<file path="src/logic/sotp_pkg.sv">
// constants shared by the secured otp command block and its serial front end
// assumes one system clock that samples the serial pins as synchronous inputs
package sotp_pkg;

	// ------------------------------------------------------------
	// serial framing
	// ------------------------------------------------------------
	localparam int BYTE_BITS = 8;
	localparam logic [2:0] BIT_CNT_FIRST = 3'h0;
	localparam logic [2:0] BIT_CNT_LAST = 3'h7;
	localparam logic [1:0] BYTES_NONE = 2'h0;
	localparam logic [1:0] BYTES_ONE = 2'h1;
	localparam logic [1:0] BYTES_MANY = 2'h2;

	// ------------------------------------------------------------
	// opcodes (values arbitrary, to be set for the real command set)
	// ------------------------------------------------------------
	localparam logic [7:0] OTP_ENTER_CMD = 8'h11;
	localparam logic [7:0] OTP_EXIT_CMD = 8'h12;
	localparam logic [7:0] LOCK_REG_READ_CMD = 8'h13;
	localparam logic [7:0] LOCK_REG_WRITE_CMD = 8'h14;
	localparam logic [7:0] STATUS_WRITE_CMD = 8'h15;
	localparam logic [7:0] WRITE_ENABLE_CMD = 8'h16;
	localparam logic [7:0] DATA_READ_CMD = 8'h17;
	localparam logic [7:0] PAGE_PROG_CMD = 8'h18;

	// ------------------------------------------------------------
	// security lock register layout
	// ------------------------------------------------------------
	localparam int LOCK_REG_WIDTH = 8;
	localparam int FACTORY_LOCK_BIT = 0;
	localparam int CUSTOMER_LOCK_BIT = 1;
	localparam logic [5:0] LOCK_REG_RSVD = 6'h00;
	localparam logic LOCK_RESET = 1'b0;
	localparam int OTP_AREA_BITS = 4096;

	// ------------------------------------------------------------
	// frame states
	// ------------------------------------------------------------
	typedef enum logic [2:0] {
		ST_IDLE,
		ST_OPCODE,
		ST_READOUT,
		ST_PASS,
		ST_WAIT
	} sotp_state_e;

endpackage

</file>
<file path="src/logic/sotp_ctrl.sv">
// secured otp mode and security lock register command interpreter
// assumes the host keeps cs_n high through power transitions and waits out its power-up delay
// Operation
// - an otp-enter opcode framed alone by cs_n switches accesses to the 4K-bit otp area.
// - an otp-exit opcode framed alone by cs_n leaves otp access mode.
// - in otp mode ordinary reads and page programs target the otp area.
// - in otp mode the status write and lock register write commands are refused.
// - once the otp area is locked only reads act on it and programs are ignored.
// - in otp mode the main array cannot be accessed.
// - the lock register read is answered at any time, even while the device is busy.
// - after the lock register read opcode the 8-bit value shifts out repeatedly until cs_n rises.
// - bit0 of the lock register shows the factory lock state, 1 meaning factory locked.
// - bit1 is the customer lock bit and once set it and the otp area stay fixed until a reset clears the bit.
// - the lock register write runs without a prior write enable.
// - the lock register write is a bare opcode and is rejected unless cs_n rises on a byte edge.
// - at power-up the device is in standby with the write enable latch cleared.
`timescale 1ns/1ps
module sotp_ctrl (
	input wire logic clk_sys,
	input wire logic rst_n,
	input wire logic cs_n,
	input wire logic sclk,
	input wire logic si,
	input wire logic factory_lock_in,
	output logic so,
	output logic so_oe,
	output logic otp_mode,
	output logic main_array_en,
	output logic write_enable_latch,
	output logic [7:0] lock_reg_value,
	output logic read_req,
	output logic prog_req,
	output logic status_write_req
);

	logic rst_meta_r, rst_sync_n;
	logic frame_start, frame_end, sclk_fall, byte_done, aligned;
	logic [7:0] byte_val;
	sotp_pkg::sotp_state_e state_r, state_nxt;
	logic [7:0] opcode_r, opcode_nxt;
	logic [1:0] byte_cnt_r, byte_cnt_nxt;
	logic [2:0] bit_idx_r, bit_idx_nxt;
	logic so_r, so_nxt;
	logic otp_r, otp_nxt;
	logic wel_r, wel_nxt;
	logic lock_r, lock_nxt;
	logic factory_r, factory_nxt;
	logic strap_done_r, strap_done_nxt;
	logic read_r, read_nxt;
	logic prog_r, prog_nxt;
	logic swr_r, swr_nxt;
	logic bare_ok;
	logic otp_locked;
	logic [7:0] secreg;

	// true for commands that must arrive as a lone opcode byte
	function automatic logic is_bare(input logic [7:0] op);
		is_bare = (op == sotp_pkg::OTP_ENTER_CMD) || (op == sotp_pkg::OTP_EXIT_CMD) ||
			(op == sotp_pkg::LOCK_REG_WRITE_CMD) || (op == sotp_pkg::STATUS_WRITE_CMD) ||
			(op == sotp_pkg::WRITE_ENABLE_CMD);
	endfunction

	// ------------------------------------------------------------
	// reset release
	// ------------------------------------------------------------
	// stands in for the internal power-on reset; release is synchronised
	always_ff @(posedge clk_sys or negedge rst_n) begin
		if (!rst_n) begin
			rst_meta_r <= 1'b0;
			rst_sync_n <= 1'b0;
		end else begin
			rst_meta_r <= 1'b1;
			rst_sync_n <= rst_meta_r;
		end
	end

	sotp_serial_rx u_rx (
		.clk_sys(clk_sys),
		.rst_sync_n(rst_sync_n),
		.cs_n(cs_n),
		.sclk(sclk),
		.si(si),
		.frame_start(frame_start),
		.frame_end(frame_end),
		.sclk_fall(sclk_fall),
		.byte_done(byte_done),
		.byte_val(byte_val),
		.aligned(aligned)
	);

	// ------------------------------------------------------------
	// command decode and mode state
	// ------------------------------------------------------------
	assign otp_locked = lock_r || factory_r;
	assign secreg = {sotp_pkg::LOCK_REG_RSVD, lock_r, factory_r};
	// a bare command runs only when exactly one whole byte preceded cs_n rising
	assign bare_ok = frame_end && (state_r == sotp_pkg::ST_WAIT) &&
		(byte_cnt_r == sotp_pkg::BYTES_ONE) && aligned;

	always_comb begin
		state_nxt = state_r;
		opcode_nxt = opcode_r;
		byte_cnt_nxt = byte_cnt_r;
		bit_idx_nxt = bit_idx_r;
		so_nxt = so_r;
		otp_nxt = otp_r;
		wel_nxt = wel_r;
		lock_nxt = lock_r;
		read_nxt = 1'b0;
		prog_nxt = 1'b0;
		swr_nxt = 1'b0;
		case (state_r)
			sotp_pkg::ST_IDLE: begin
				byte_cnt_nxt = sotp_pkg::BYTES_NONE;
				if (frame_start) begin
					state_nxt = sotp_pkg::ST_OPCODE;
				end
			end
			sotp_pkg::ST_OPCODE: begin
				if (byte_done) begin
					opcode_nxt = byte_val;
					byte_cnt_nxt = sotp_pkg::BYTES_ONE;
					// no busy gating here: the lock register read is always served
					if (byte_val == sotp_pkg::LOCK_REG_READ_CMD) begin
						state_nxt = sotp_pkg::ST_READOUT;
						bit_idx_nxt = sotp_pkg::BIT_CNT_LAST;
					end else if (byte_val == sotp_pkg::DATA_READ_CMD) begin
						state_nxt = sotp_pkg::ST_PASS;
						read_nxt = 1'b1;
					end else if (byte_val == sotp_pkg::PAGE_PROG_CMD) begin
						state_nxt = sotp_pkg::ST_PASS;
						prog_nxt = !(otp_r && otp_locked);
					end else begin
						state_nxt = sotp_pkg::ST_WAIT;
					end
				end
			end
			sotp_pkg::ST_READOUT: begin
				// msb first, wrapping so the value repeats while clocks continue
				if (sclk_fall) begin
					so_nxt = secreg[bit_idx_r];
					bit_idx_nxt = bit_idx_r - 3'h1;
				end
			end
			sotp_pkg::ST_WAIT: begin
				if (byte_done) begin
					byte_cnt_nxt = sotp_pkg::BYTES_MANY;
				end
			end
			sotp_pkg::ST_PASS: begin
				state_nxt = sotp_pkg::ST_PASS;
			end
			default: begin
				state_nxt = sotp_pkg::ST_IDLE;
			end
		endcase
		if (frame_end) begin
			state_nxt = sotp_pkg::ST_IDLE;
			so_nxt = 1'b0;
		end
		if (bare_ok && is_bare(opcode_r)) begin
			case (opcode_r)
				sotp_pkg::OTP_ENTER_CMD: otp_nxt = 1'b1;
				sotp_pkg::OTP_EXIT_CMD: otp_nxt = 1'b0;
				sotp_pkg::WRITE_ENABLE_CMD: wel_nxt = 1'b1;
				sotp_pkg::STATUS_WRITE_CMD: begin
					if (wel_r && !otp_r) begin
						swr_nxt = 1'b1;
						wel_nxt = 1'b0;
					end
				end
				sotp_pkg::LOCK_REG_WRITE_CMD: begin
					// no latch check here, unlike the status write; otp mode still refuses
					if (!otp_r) begin
						lock_nxt = 1'b1;
					end
				end
				default: otp_nxt = otp_r;
			endcase
		end
	end

	// strap is caught on the first clock after release, never by the reset itself
	always_comb begin
		factory_nxt = factory_r;
		strap_done_nxt = 1'b1;
		if (!strap_done_r) begin
			factory_nxt = factory_lock_in;
		end
	end

	always_ff @(posedge clk_sys or negedge rst_sync_n) begin
		if (!rst_sync_n) begin
			state_r <= sotp_pkg::ST_IDLE;
			opcode_r <= 8'h00;
			byte_cnt_r <= sotp_pkg::BYTES_NONE;
			bit_idx_r <= sotp_pkg::BIT_CNT_LAST;
			so_r <= 1'b0;
			otp_r <= 1'b0;
			wel_r <= 1'b0;
			lock_r <= sotp_pkg::LOCK_RESET;
			factory_r <= 1'b0;
			strap_done_r <= 1'b0;
			read_r <= 1'b0;
			prog_r <= 1'b0;
			swr_r <= 1'b0;
		end else begin
			state_r <= state_nxt;
			opcode_r <= opcode_nxt;
			byte_cnt_r <= byte_cnt_nxt;
			bit_idx_r <= bit_idx_nxt;
			so_r <= so_nxt;
			otp_r <= otp_nxt;
			wel_r <= wel_nxt;
			lock_r <= lock_nxt;
			factory_r <= factory_nxt;
			strap_done_r <= strap_done_nxt;
			read_r <= read_nxt;
			prog_r <= prog_nxt;
			swr_r <= swr_nxt;
		end
	end

	// ------------------------------------------------------------
	// outputs
	// ------------------------------------------------------------
	assign so = so_r;
	assign so_oe = (state_r == sotp_pkg::ST_READOUT);
	assign otp_mode = otp_r;
	assign main_array_en = !otp_r;
	assign write_enable_latch = wel_r;
	assign lock_reg_value = secreg;
	assign read_req = read_r;
	assign prog_req = prog_r;
	assign status_write_req = swr_r;
endmodule // sotp_ctrl

</file>
<file path="src/logic/sotp_serial_rx.sv">
// serial front end: edge detection of the serial clock and byte assembly
// assumes cs_n, sclk and si are synchronous to clk_sys and reset is already synchronised
`timescale 1ns/1ps
module sotp_serial_rx (
	input wire logic clk_sys,
	input wire logic rst_sync_n,
	input wire logic cs_n,
	input wire logic sclk,
	input wire logic si,
	output logic frame_start,
	output logic frame_end,
	output logic sclk_fall,
	output logic byte_done,
	output logic [7:0] byte_val,
	output logic aligned
);

	logic sclk_q_r, sclk_q_nxt;
	logic cs_q_r, cs_q_nxt;
	logic [2:0] bit_cnt_r, bit_cnt_nxt;
	logic [7:0] shift_r, shift_nxt;
	logic [7:0] byte_r, byte_nxt;
	logic done_r, done_nxt;
	logic sclk_rise;

	// ------------------------------------------------------------
	// edge strobes
	// ------------------------------------------------------------
	assign sclk_rise = sclk && !sclk_q_r && !cs_n;
	assign sclk_fall = !sclk && sclk_q_r && !cs_n;
	assign frame_start = !cs_n && cs_q_r;
	assign frame_end = cs_n && !cs_q_r;
	assign aligned = (bit_cnt_r == sotp_pkg::BIT_CNT_FIRST);
	assign byte_done = done_r;
	assign byte_val = byte_r;

	// bit counter restarts at every select so a partial frame cannot skew the next one
	always_comb begin
		sclk_q_nxt = sclk;
		cs_q_nxt = cs_n;
		bit_cnt_nxt = bit_cnt_r;
		shift_nxt = shift_r;
		byte_nxt = byte_r;
		done_nxt = 1'b0;
		if (frame_start) begin
			bit_cnt_nxt = sotp_pkg::BIT_CNT_FIRST;
		end else if (sclk_rise) begin
			shift_nxt = {shift_r[6:0], si};
			bit_cnt_nxt = bit_cnt_r + 3'h1;
			if (bit_cnt_r == sotp_pkg::BIT_CNT_LAST) begin
				byte_nxt = {shift_r[6:0], si};
				done_nxt = 1'b1;
			end
		end
	end

	always_ff @(posedge clk_sys or negedge rst_sync_n) begin
		if (!rst_sync_n) begin
			sclk_q_r <= 1'b0;
			cs_q_r <= 1'b1;
			bit_cnt_r <= sotp_pkg::BIT_CNT_FIRST;
			shift_r <= 8'h00;
			byte_r <= 8'h00;
			done_r <= 1'b0;
		end else begin
			sclk_q_r <= sclk_q_nxt;
			cs_q_r <= cs_q_nxt;
			bit_cnt_r <= bit_cnt_nxt;
			shift_r <= shift_nxt;
			byte_r <= byte_nxt;
			done_r <= done_nxt;
		end
	end

endmodule // sotp_serial_rx

</file>
<file path="config.mk">
export PLATFORM = sky130hd
export DESIGN_NAME = sotp_ctrl
export DESIGN_NICKNAME = d
export VERILOG_FILES = /design/src/logic/sotp_pkg.sv /design/src/logic/sotp_ctrl.sv /design/src/logic/sotp_serial_rx.sv
export SDC_FILE = /design/constraint.sdc
export NUM_CORES = 1
export LEC_CHECK = 0
export BUFFER_PORTS_ARGS = -buffer_cell sky130_fd_sc_hd__clkbuf_2
export CAP_MARGIN = 10
export CORE_MARGIN = 2
export CORE_UTILIZATION = 40
export DETAILED_ROUTE_END_ITERATION = 8
export PLACE_DENSITY = 0.58
export SLEW_MARGIN = 30
export SYNTH_ARGS = -nofsm -noshare
export SYNTH_HDL_FRONTEND = slang
export SYNTH_SLANG_ARGS = --single-unit
</file>
<file path="constraint.sdc">
create_clock -name clk_sys -period 2.05 [get_ports clk_sys]
set_input_delay 0.205 -clock clk_sys [delete_from_list [all_inputs] [get_ports clk_sys]]
set_output_delay 0.205 -clock clk_sys [all_outputs]
set_load 0.03 [all_outputs]
</file>
==> metrics.cfg, run 1 <==
[run_status]
outcome = finished clean

[placement]
hpwl_mm = 2.76
port_buffers = 15
placed_area_mm2 = 0.00234
gpl.final_weighted_congestion = 0.873

[grt]
grt_pass1_vias = 1476
antenna_found_initial = 0
overflow = 0
grtUsageTotal_pct = 13.6
grt_pass1_wl_mm = 6.63
grt_max_degree = 47

[critical_path]
end_kind = flop
regToRegSetupSlack_ns = 0.17
critPathLaunchType = flop
reg2regPathDepth = 6
startpoint = u_rx.cs_q_r$_DFF_PN1_
cp.arrival_ns = 2.06
crit_end = otp_mode$_DFFE_PN0P_
cp.required_ns = 2.23
r2r-start = u_rx.cs_q_r$_DFF_PN1_
r2r_end = otp_mode$_DFFE_PN0P_
crit_fanout = 8
critPathKind = flop to flop

[min_path]
holdCritPathClass = input pin to flop

[final_layout]
final_area_mm2 = 0.00247
fin_nets = 211
n_antenna_cell = 0
drive_gt1_share_pct = 32.0
syn2layout_area_growth_pct = 10.9

[synthesis]
seq_area_frac_synth_pct = 54.1
synth_top_family_by_area = simple AND/OR/NAND/NOR gates
synth-adder-area-share_pct = 3.37
yosys_warnings = 0
synth.top_cell.area_share_pct = 49.4
synth_area_mm2 = 0.00223
synth_area_per_cell_um2 = 12.3
ys.flop_type = dfrtp_1
synth_edf_count = 0
async_flop_share_pct = 100
ys_types = 43
syn_inst = 182
synth-seq-cells = 48
yosys.area_share.simple_pct = 14.4
synth_compound_area_share_pct = 6.84
synthMuxAreaShare_pct = 14.0
synth_largest_area_cell = dfrtp_1
synth_area_leaders = dfrtp_1, mux2_2, dfstp_2
synthXorXnorAreaFrac_pct = 0.785

[sta]
finalClockSkew_ns = 0.0117
tightest_slew_ns = 0.568
hold_ws_ns = 0.0398
relSlewSlack_pct = 62.1
hold_viol_final = 0
rsz0062_at_grt = no
drv_slew = 0
period_minus_slack_ns = 1.88
fmax_ghz = 0.533
final.setup.tns_ns = 0
timing.final.crit_share_pct = 91.6
setup_violations = 0

[route]
finalWirelength_mm = 3.77
drc = 0
postRouteAntennaNets = 0
num_vias = 1404
wl_per_cell_um = 13.9
drt_iter0_markers = 84
viasPerCell = 5.16
dr.pass1.iters = 4

[pwr]
p_int_w = 0.00155
pwr-share-clk_pct = 32.4
ir_worst_vdd_v = 0.000469
switching_share_pct = 25.9
power.switching_w = 0.000542
power-per-cell-area_mw_per_mm2 = 846
p_leak_nw = 1.22
comb_power_share_pct = 13.3
p_seq_share_pct = 54.3

[run]
maxCapViolCount = 0

[clock_tree]
cts-buffers-inserted = 5
clk_path_buf_depth = 2
cts_tree = yes
cts_root_buffer = clkbuf_8
clk_latency_ns = 0.30
cts_sinks = 48
ctsHtreeMaxLevel = 2
clk_pin_slew_ns = 0.09

[die]
pin_count = 22
die_area_mm2 = 0.00619
die_h_um = 78.7
die_w_um = 78.7
row_count = 27
initial_core_util_pct = 41.0
coreArea_mm2 = 0.00544

## state kept, by name, indices dropped and copies added, names as in the netlist, 2 cells and up
name and cells:
u_rx.shift_r 7, state_r 3, u_rx.byte_val 8, u_rx.bit_cnt_r 3, opcode_r 8, byte_cnt_r 2
bit_idx_r 3
## cell usage after synthesis (3+ instances only)
cell type and n:
a2bb2oi_1 3, ha_1 6, nand2b_1 3, nor4_1 3, dfrtp_1 44, nand2_1 6
dfstp_2 4, nor2_1 9, buf_2 4, mux2_2 26, a21oi_1 3, nor3_1 6
buf_4 9, inv_1 12, o21ai_0 5, nor2b_1 4
## layout by cell type (no fill, tap or decap), types with 4 or more instances in the layout
cell and n:
dfrtp_1 43, mux2_2 26, clkbuf_2 15, inv_1 12, nor2_1 9, conb_1 8
nand2_1 6, nor3_1 6, ha_1 6, o21ai_0 5, clkbuf_8 5, nor2b_1 4
dfstp_2 4
## worst max-delay path: stages (launching register included)
cell	delay, ns
dfstp_2	0.38
inv_1	0.05
ha_1	0.30
nor4bb_2	0.33
nand4_1	0.23
o31a_1	0.29
o22a_1	0.19
## logic make-up after synthesis
logic type	Yosys count
buffers and inverters	26
AOI/OAI and AO/OA	21
adders and majority gates	6
muxes	28
xor gates and xnor gates	2
other	2
and+or+nand+nor	49
DFF	48
## area by class of cell
cell class / count / area, µm²
Clock buffer: 5 / 68.8
Inverter: 12 / 45.0
Timing Repair Buffer: 18 / 100
Sequential cell: 48 / 1210
Clock inverter: 3 / 47.5
Tap cell: 72 / 90.1
Multi-Input combinational cell: 114 / 916
Fill cell: 511 / 2960
## power by group through the flow
| stage | sequential (W) | combinational (W) | clock, W |
|---|---|---|---|
| 5_1_grt | 0.00115 | 0.000311 | 0.000745 |
| 3_5_place_dp | 0.00116 | 0.000277 | 0 |
| 2_1_floorplan | 0.00111 | 0.000271 | 0 |
| 4_1_cts | 0.00114 | 0.000281 | 0.000704 |
| 6_report | 0.00114 | 0.000278 | 0.000679 |
| 3_3_place_gp | 0.00115 | 0.000265 | 0 |
## layer usage
metal	up-vias	global-route usage, %	wire [µm]
met5	-	0	0
met4	0	6.49	68
met3	9	3.33	149
met2	30	21.9	1890
met1	702	17.1	1660
li1	663	-	-
## worst min path at each step
| stage | start | to | depth (start not counted) |
|---|---|---|---|
| 3_5_place_dp | rst_n | rst_meta_r$_DFF_PN0_ | 1 |
| 6_report | cs_n | u_rx.cs_q_r$_DFF_PN1_ | 1 |
| 3_3_place_gp | rst_n | rst_meta_r$_DFF_PN0_ | 1 |
| 4_1_cts | sclk | u_rx.sclk_q_r$_DFF_PN0_ | 1 |
| 2_1_floorplan | rst_n | rst_meta_r$_DFF_PN0_ | 0 |
| 5_1_grt | cs_n | u_rx.cs_q_r$_DFF_PN1_ | 1 |
## what timing repair did
item	CTS	global route
hold buffers	1	0
buffers inserted	0	0
hold endpoints to repair	2	0
gates resized for setup	0	1
endpoints found under the setup margin	0	2
## through the flow
stage,util (%),total power (W),setup slack (ns),instances
finish,45.5,0.00209,0.173,272
global route,45.5,0.00221,0.0352,272
global placement,43.1,0.00141,0.215,263
floorplan,-,0.00138,0.297,188
detailed placement,43.1,0.00143,0.120,263
CTS,45.4,0.00212,0.111,272
Power figures use the tool's default switching activity.
==> run 2, diff against run 1 <==
CORE_ASPECT_RATIO = 0.6   (was default)
==> run 2 against run 1 <==
  * Die area grew 0.31%
  * Register-to-register slack lost 0.02 ns
  * Sequential cell count is the same
  * Power grew 7.2%
  * Combinational power shrank 3%
  * Worst hold slack lost 0.0023 ns
  * Sequential power is essentially flat
  * Final cell count shrank 0.74%
  * Critical endpoint unchanged
  * Highest routed layer unchanged
==> metrics.cfg, run 2 (same netlist as run 1, synthesis figures left out) <==
[run_status]
outcome = finished clean  ; unchanged

[pwr]
pwr-share-clk_pct = 36.5  ; was 32.4%
power-per-cell-area_mw_per_mm2 = 898  ; was 846 mW/mm²
p_leak_nw = 1.24  ; was 1.22 nW
switching_share_pct = 25.3  ; was 25.9%
ir_worst_vdd_v = 0.000390  ; was 0.000469 V
p_seq_share_pct = 51.4  ; was 54.3%
comb_power_share_pct = 12.1  ; was 13.3%
p_int_w = 0.00168  ; was 0.00155 W
power.switching_w = 0.000568  ; was 0.000542 W

[critical_path]
r2r-start = u_rx.cs_q_r$_DFF_PN1_  ; unchanged
cp.required_ns = 2.25  ; was 2.23 ns
end_kind = flop  ; unchanged
critPathLaunchType = flop  ; unchanged
critPathKind = flop to flop  ; unchanged
cp.arrival_ns = 2.09  ; was 2.06 ns
crit_end = otp_mode$_DFFE_PN0P_  ; unchanged
regToRegSetupSlack_ns = 0.16  ; was 0.17 ns
reg2regPathDepth = 6  ; unchanged
r2r_end = otp_mode$_DFFE_PN0P_  ; unchanged
crit_fanout = 8  ; unchanged
startpoint = u_rx.cs_q_r$_DFF_PN1_  ; unchanged

[placement]
gpl.final_weighted_congestion = 0.769  ; was 0.873
port_buffers = 15  ; unchanged
placed_area_mm2 = 0.00235  ; was 0.00234 mm²
hpwl_mm = 3.02  ; was 2.76 mm

[final_layout]
syn2layout_area_growth_pct = 12.1  ; was 10.9%
drive_gt1_share_pct = 32.3  ; was 32.0%
fin_nets = 212  ; was 211
final_area_mm2 = 0.00250  ; was 0.00247 mm²
n_antenna_cell = 0  ; unchanged
final_common_cell = dfrtp_1  ; unchanged
final_cell_mix = dfrtp_1, mux2_2, clkbuf_2  ; unchanged

[sta]
setup_violations = 0  ; unchanged
relSlewSlack_pct = 62.2  ; was 62.1%
fmax_ghz = 0.528  ; was 0.533 GHz
finalClockSkew_ns = 0.0105  ; was 0.0117 ns
timing.final.crit_share_pct = 92.3  ; was 91.6%
tightest_slew_ns = 0.567  ; was 0.568 ns
drv_slew = 0  ; unchanged
period_minus_slack_ns = 1.89  ; was 1.88 ns
hold_viol_final = 0  ; unchanged
hold_ws_ns = 0.0376  ; was 0.0398 ns

[die]
coreArea_mm2 = 0.00547  ; was 0.00544 mm²
die_w_um = 100  ; was 78.7 µm
die_area_mm2 = 0.00621  ; was 0.00619 mm²
die_h_um = 61.8  ; was 78.7 µm
row_count = 21  ; was 27
pin_count = 22  ; unchanged
initial_core_util_pct = 40.8  ; was 41.0%

[min_path]
min-delay-start = cs_n  ; unchanged
holdCritPathClass = input pin to flop  ; unchanged

[route]
viasPerCell = 5.24  ; was 5.16
drt_iter0_markers = 40  ; was 84
num_vias = 1414  ; was 1404
postRouteAntennaNets = 0  ; unchanged
drc = 0  ; unchanged
wl_per_cell_um = 14.9  ; was 13.9 µm
finalWirelength_mm = 4.01  ; was 3.77 mm
dr.pass1.iters = 4  ; unchanged

[clock_tree]
ctsHtreeMaxLevel = 2  ; unchanged
clk_path_buf_depth = 2  ; unchanged
postCtsSetupRepairBufs = 0  ; unchanged
cts_tree = yes  ; unchanged
clk_pin_slew_ns = 0.09  ; about the same
cts_root_buffer = clkbuf_8  ; unchanged
cts_sinks = 48  ; unchanged
cts-buffers-inserted = 5  ; unchanged
clk_latency_ns = 0.30  ; about the same

[grt]
grt_max_degree = 27  ; was 47
overflow = 0  ; unchanged
grt_pass1_vias = 1405  ; was 1476
grtUsageTotal_pct = 14.7  ; was 13.6%
grt_pass1_wl_mm = 6.80  ; was 6.63 mm
antenna_found_initial = 0  ; unchanged

[run]
maxCapViolCount = 0  ; unchanged

-- run 2: metal layers --
metal / global-route usage [%] / vias up / wire [µm]
met3: 3.91 / 5 / 220
met5: 0 / - / 0
met2: 22.0 / 40 / 1690
li1: - / 661 / -
met1: 21.0 / 708 / 2050
met4: 5.28 / 0 / 52
-- run 2: worst min path at each step --
stage	to	slack (ns)	depth (start not counted)
4_1_cts	u_rx.cs_q_r$_DFF_PN1_	0.02	1
5_1_grt	u_rx.cs_q_r$_DFF_PN1_	0.02	1
2_1_floorplan	rst_meta_r$_DFF_PN0_	-0.09	0
3_5_place_dp	rst_meta_r$_DFF_PN0_	-0.007	1
3_3_place_gp	rst_meta_r$_DFF_PN0_	-0.01	1
6_report	u_rx.cs_q_r$_DFF_PN1_	0.04	1
-- run 2: repair_timing --
item | CTS | global route
hold buffers | 1 | 0
gates resized for setup | 0 | 1
endpoints found under the setup margin | 0 | 2
endpoints found under the hold margin | 2 | 0
-- run 2: power by group through the flow --
stage,logic [W],clock network (W),registers [W]
finish,0.000271,0.000820,0.00115
global route,0.000302,0.000887,0.00117
CTS,0.000274,0.000847,0.00115
detailed placement,0.000271,0,0.00117
global placement,0.000258,0,0.00116
floorplan,0.000271,0,0.00111
-- run 2: per-stage QoR --
stage | std cells | setup WS [ns] | setup TNS [ns] | util (%) | power [W]
global route | 270 | -0.0112 | -0.0112 | 45.7 | 0.00236
global placement | 261 | 0.128 | 0 | 42.9 | 0.00142
CTS | 270 | 0.0494 | 0 | 45.6 | 0.00227
detailed placement | 261 | 0.0648 | 0 | 42.9 | 0.00144
finish | 270 | 0.158 | 0 | 45.7 | 0.00225
floorplan | 188 | 0.297 | 0 | - | 0.00138
-- run 2: cell type report --
cell class | count | area (µm²)
clock inverter | 3 | 68.8
tap | 69 | 86.3
clock buffer | 5 | 68.8
sequential | 48 | 1210
inverter | 12 | 45.0
multi-input combinational | 114 | 916
timing repair buffer | 19 | 108
fill | 500 | 2970
-- run 2: worst max-delay path, stage by stage, from the launching register on --
cell	delay, ns
dfstp_2	0.38
inv_1	0.04
ha_1	0.28
nor4bb_2	0.36
nand4_1	0.23
o31a_1	0.29
o22a_1	0.19
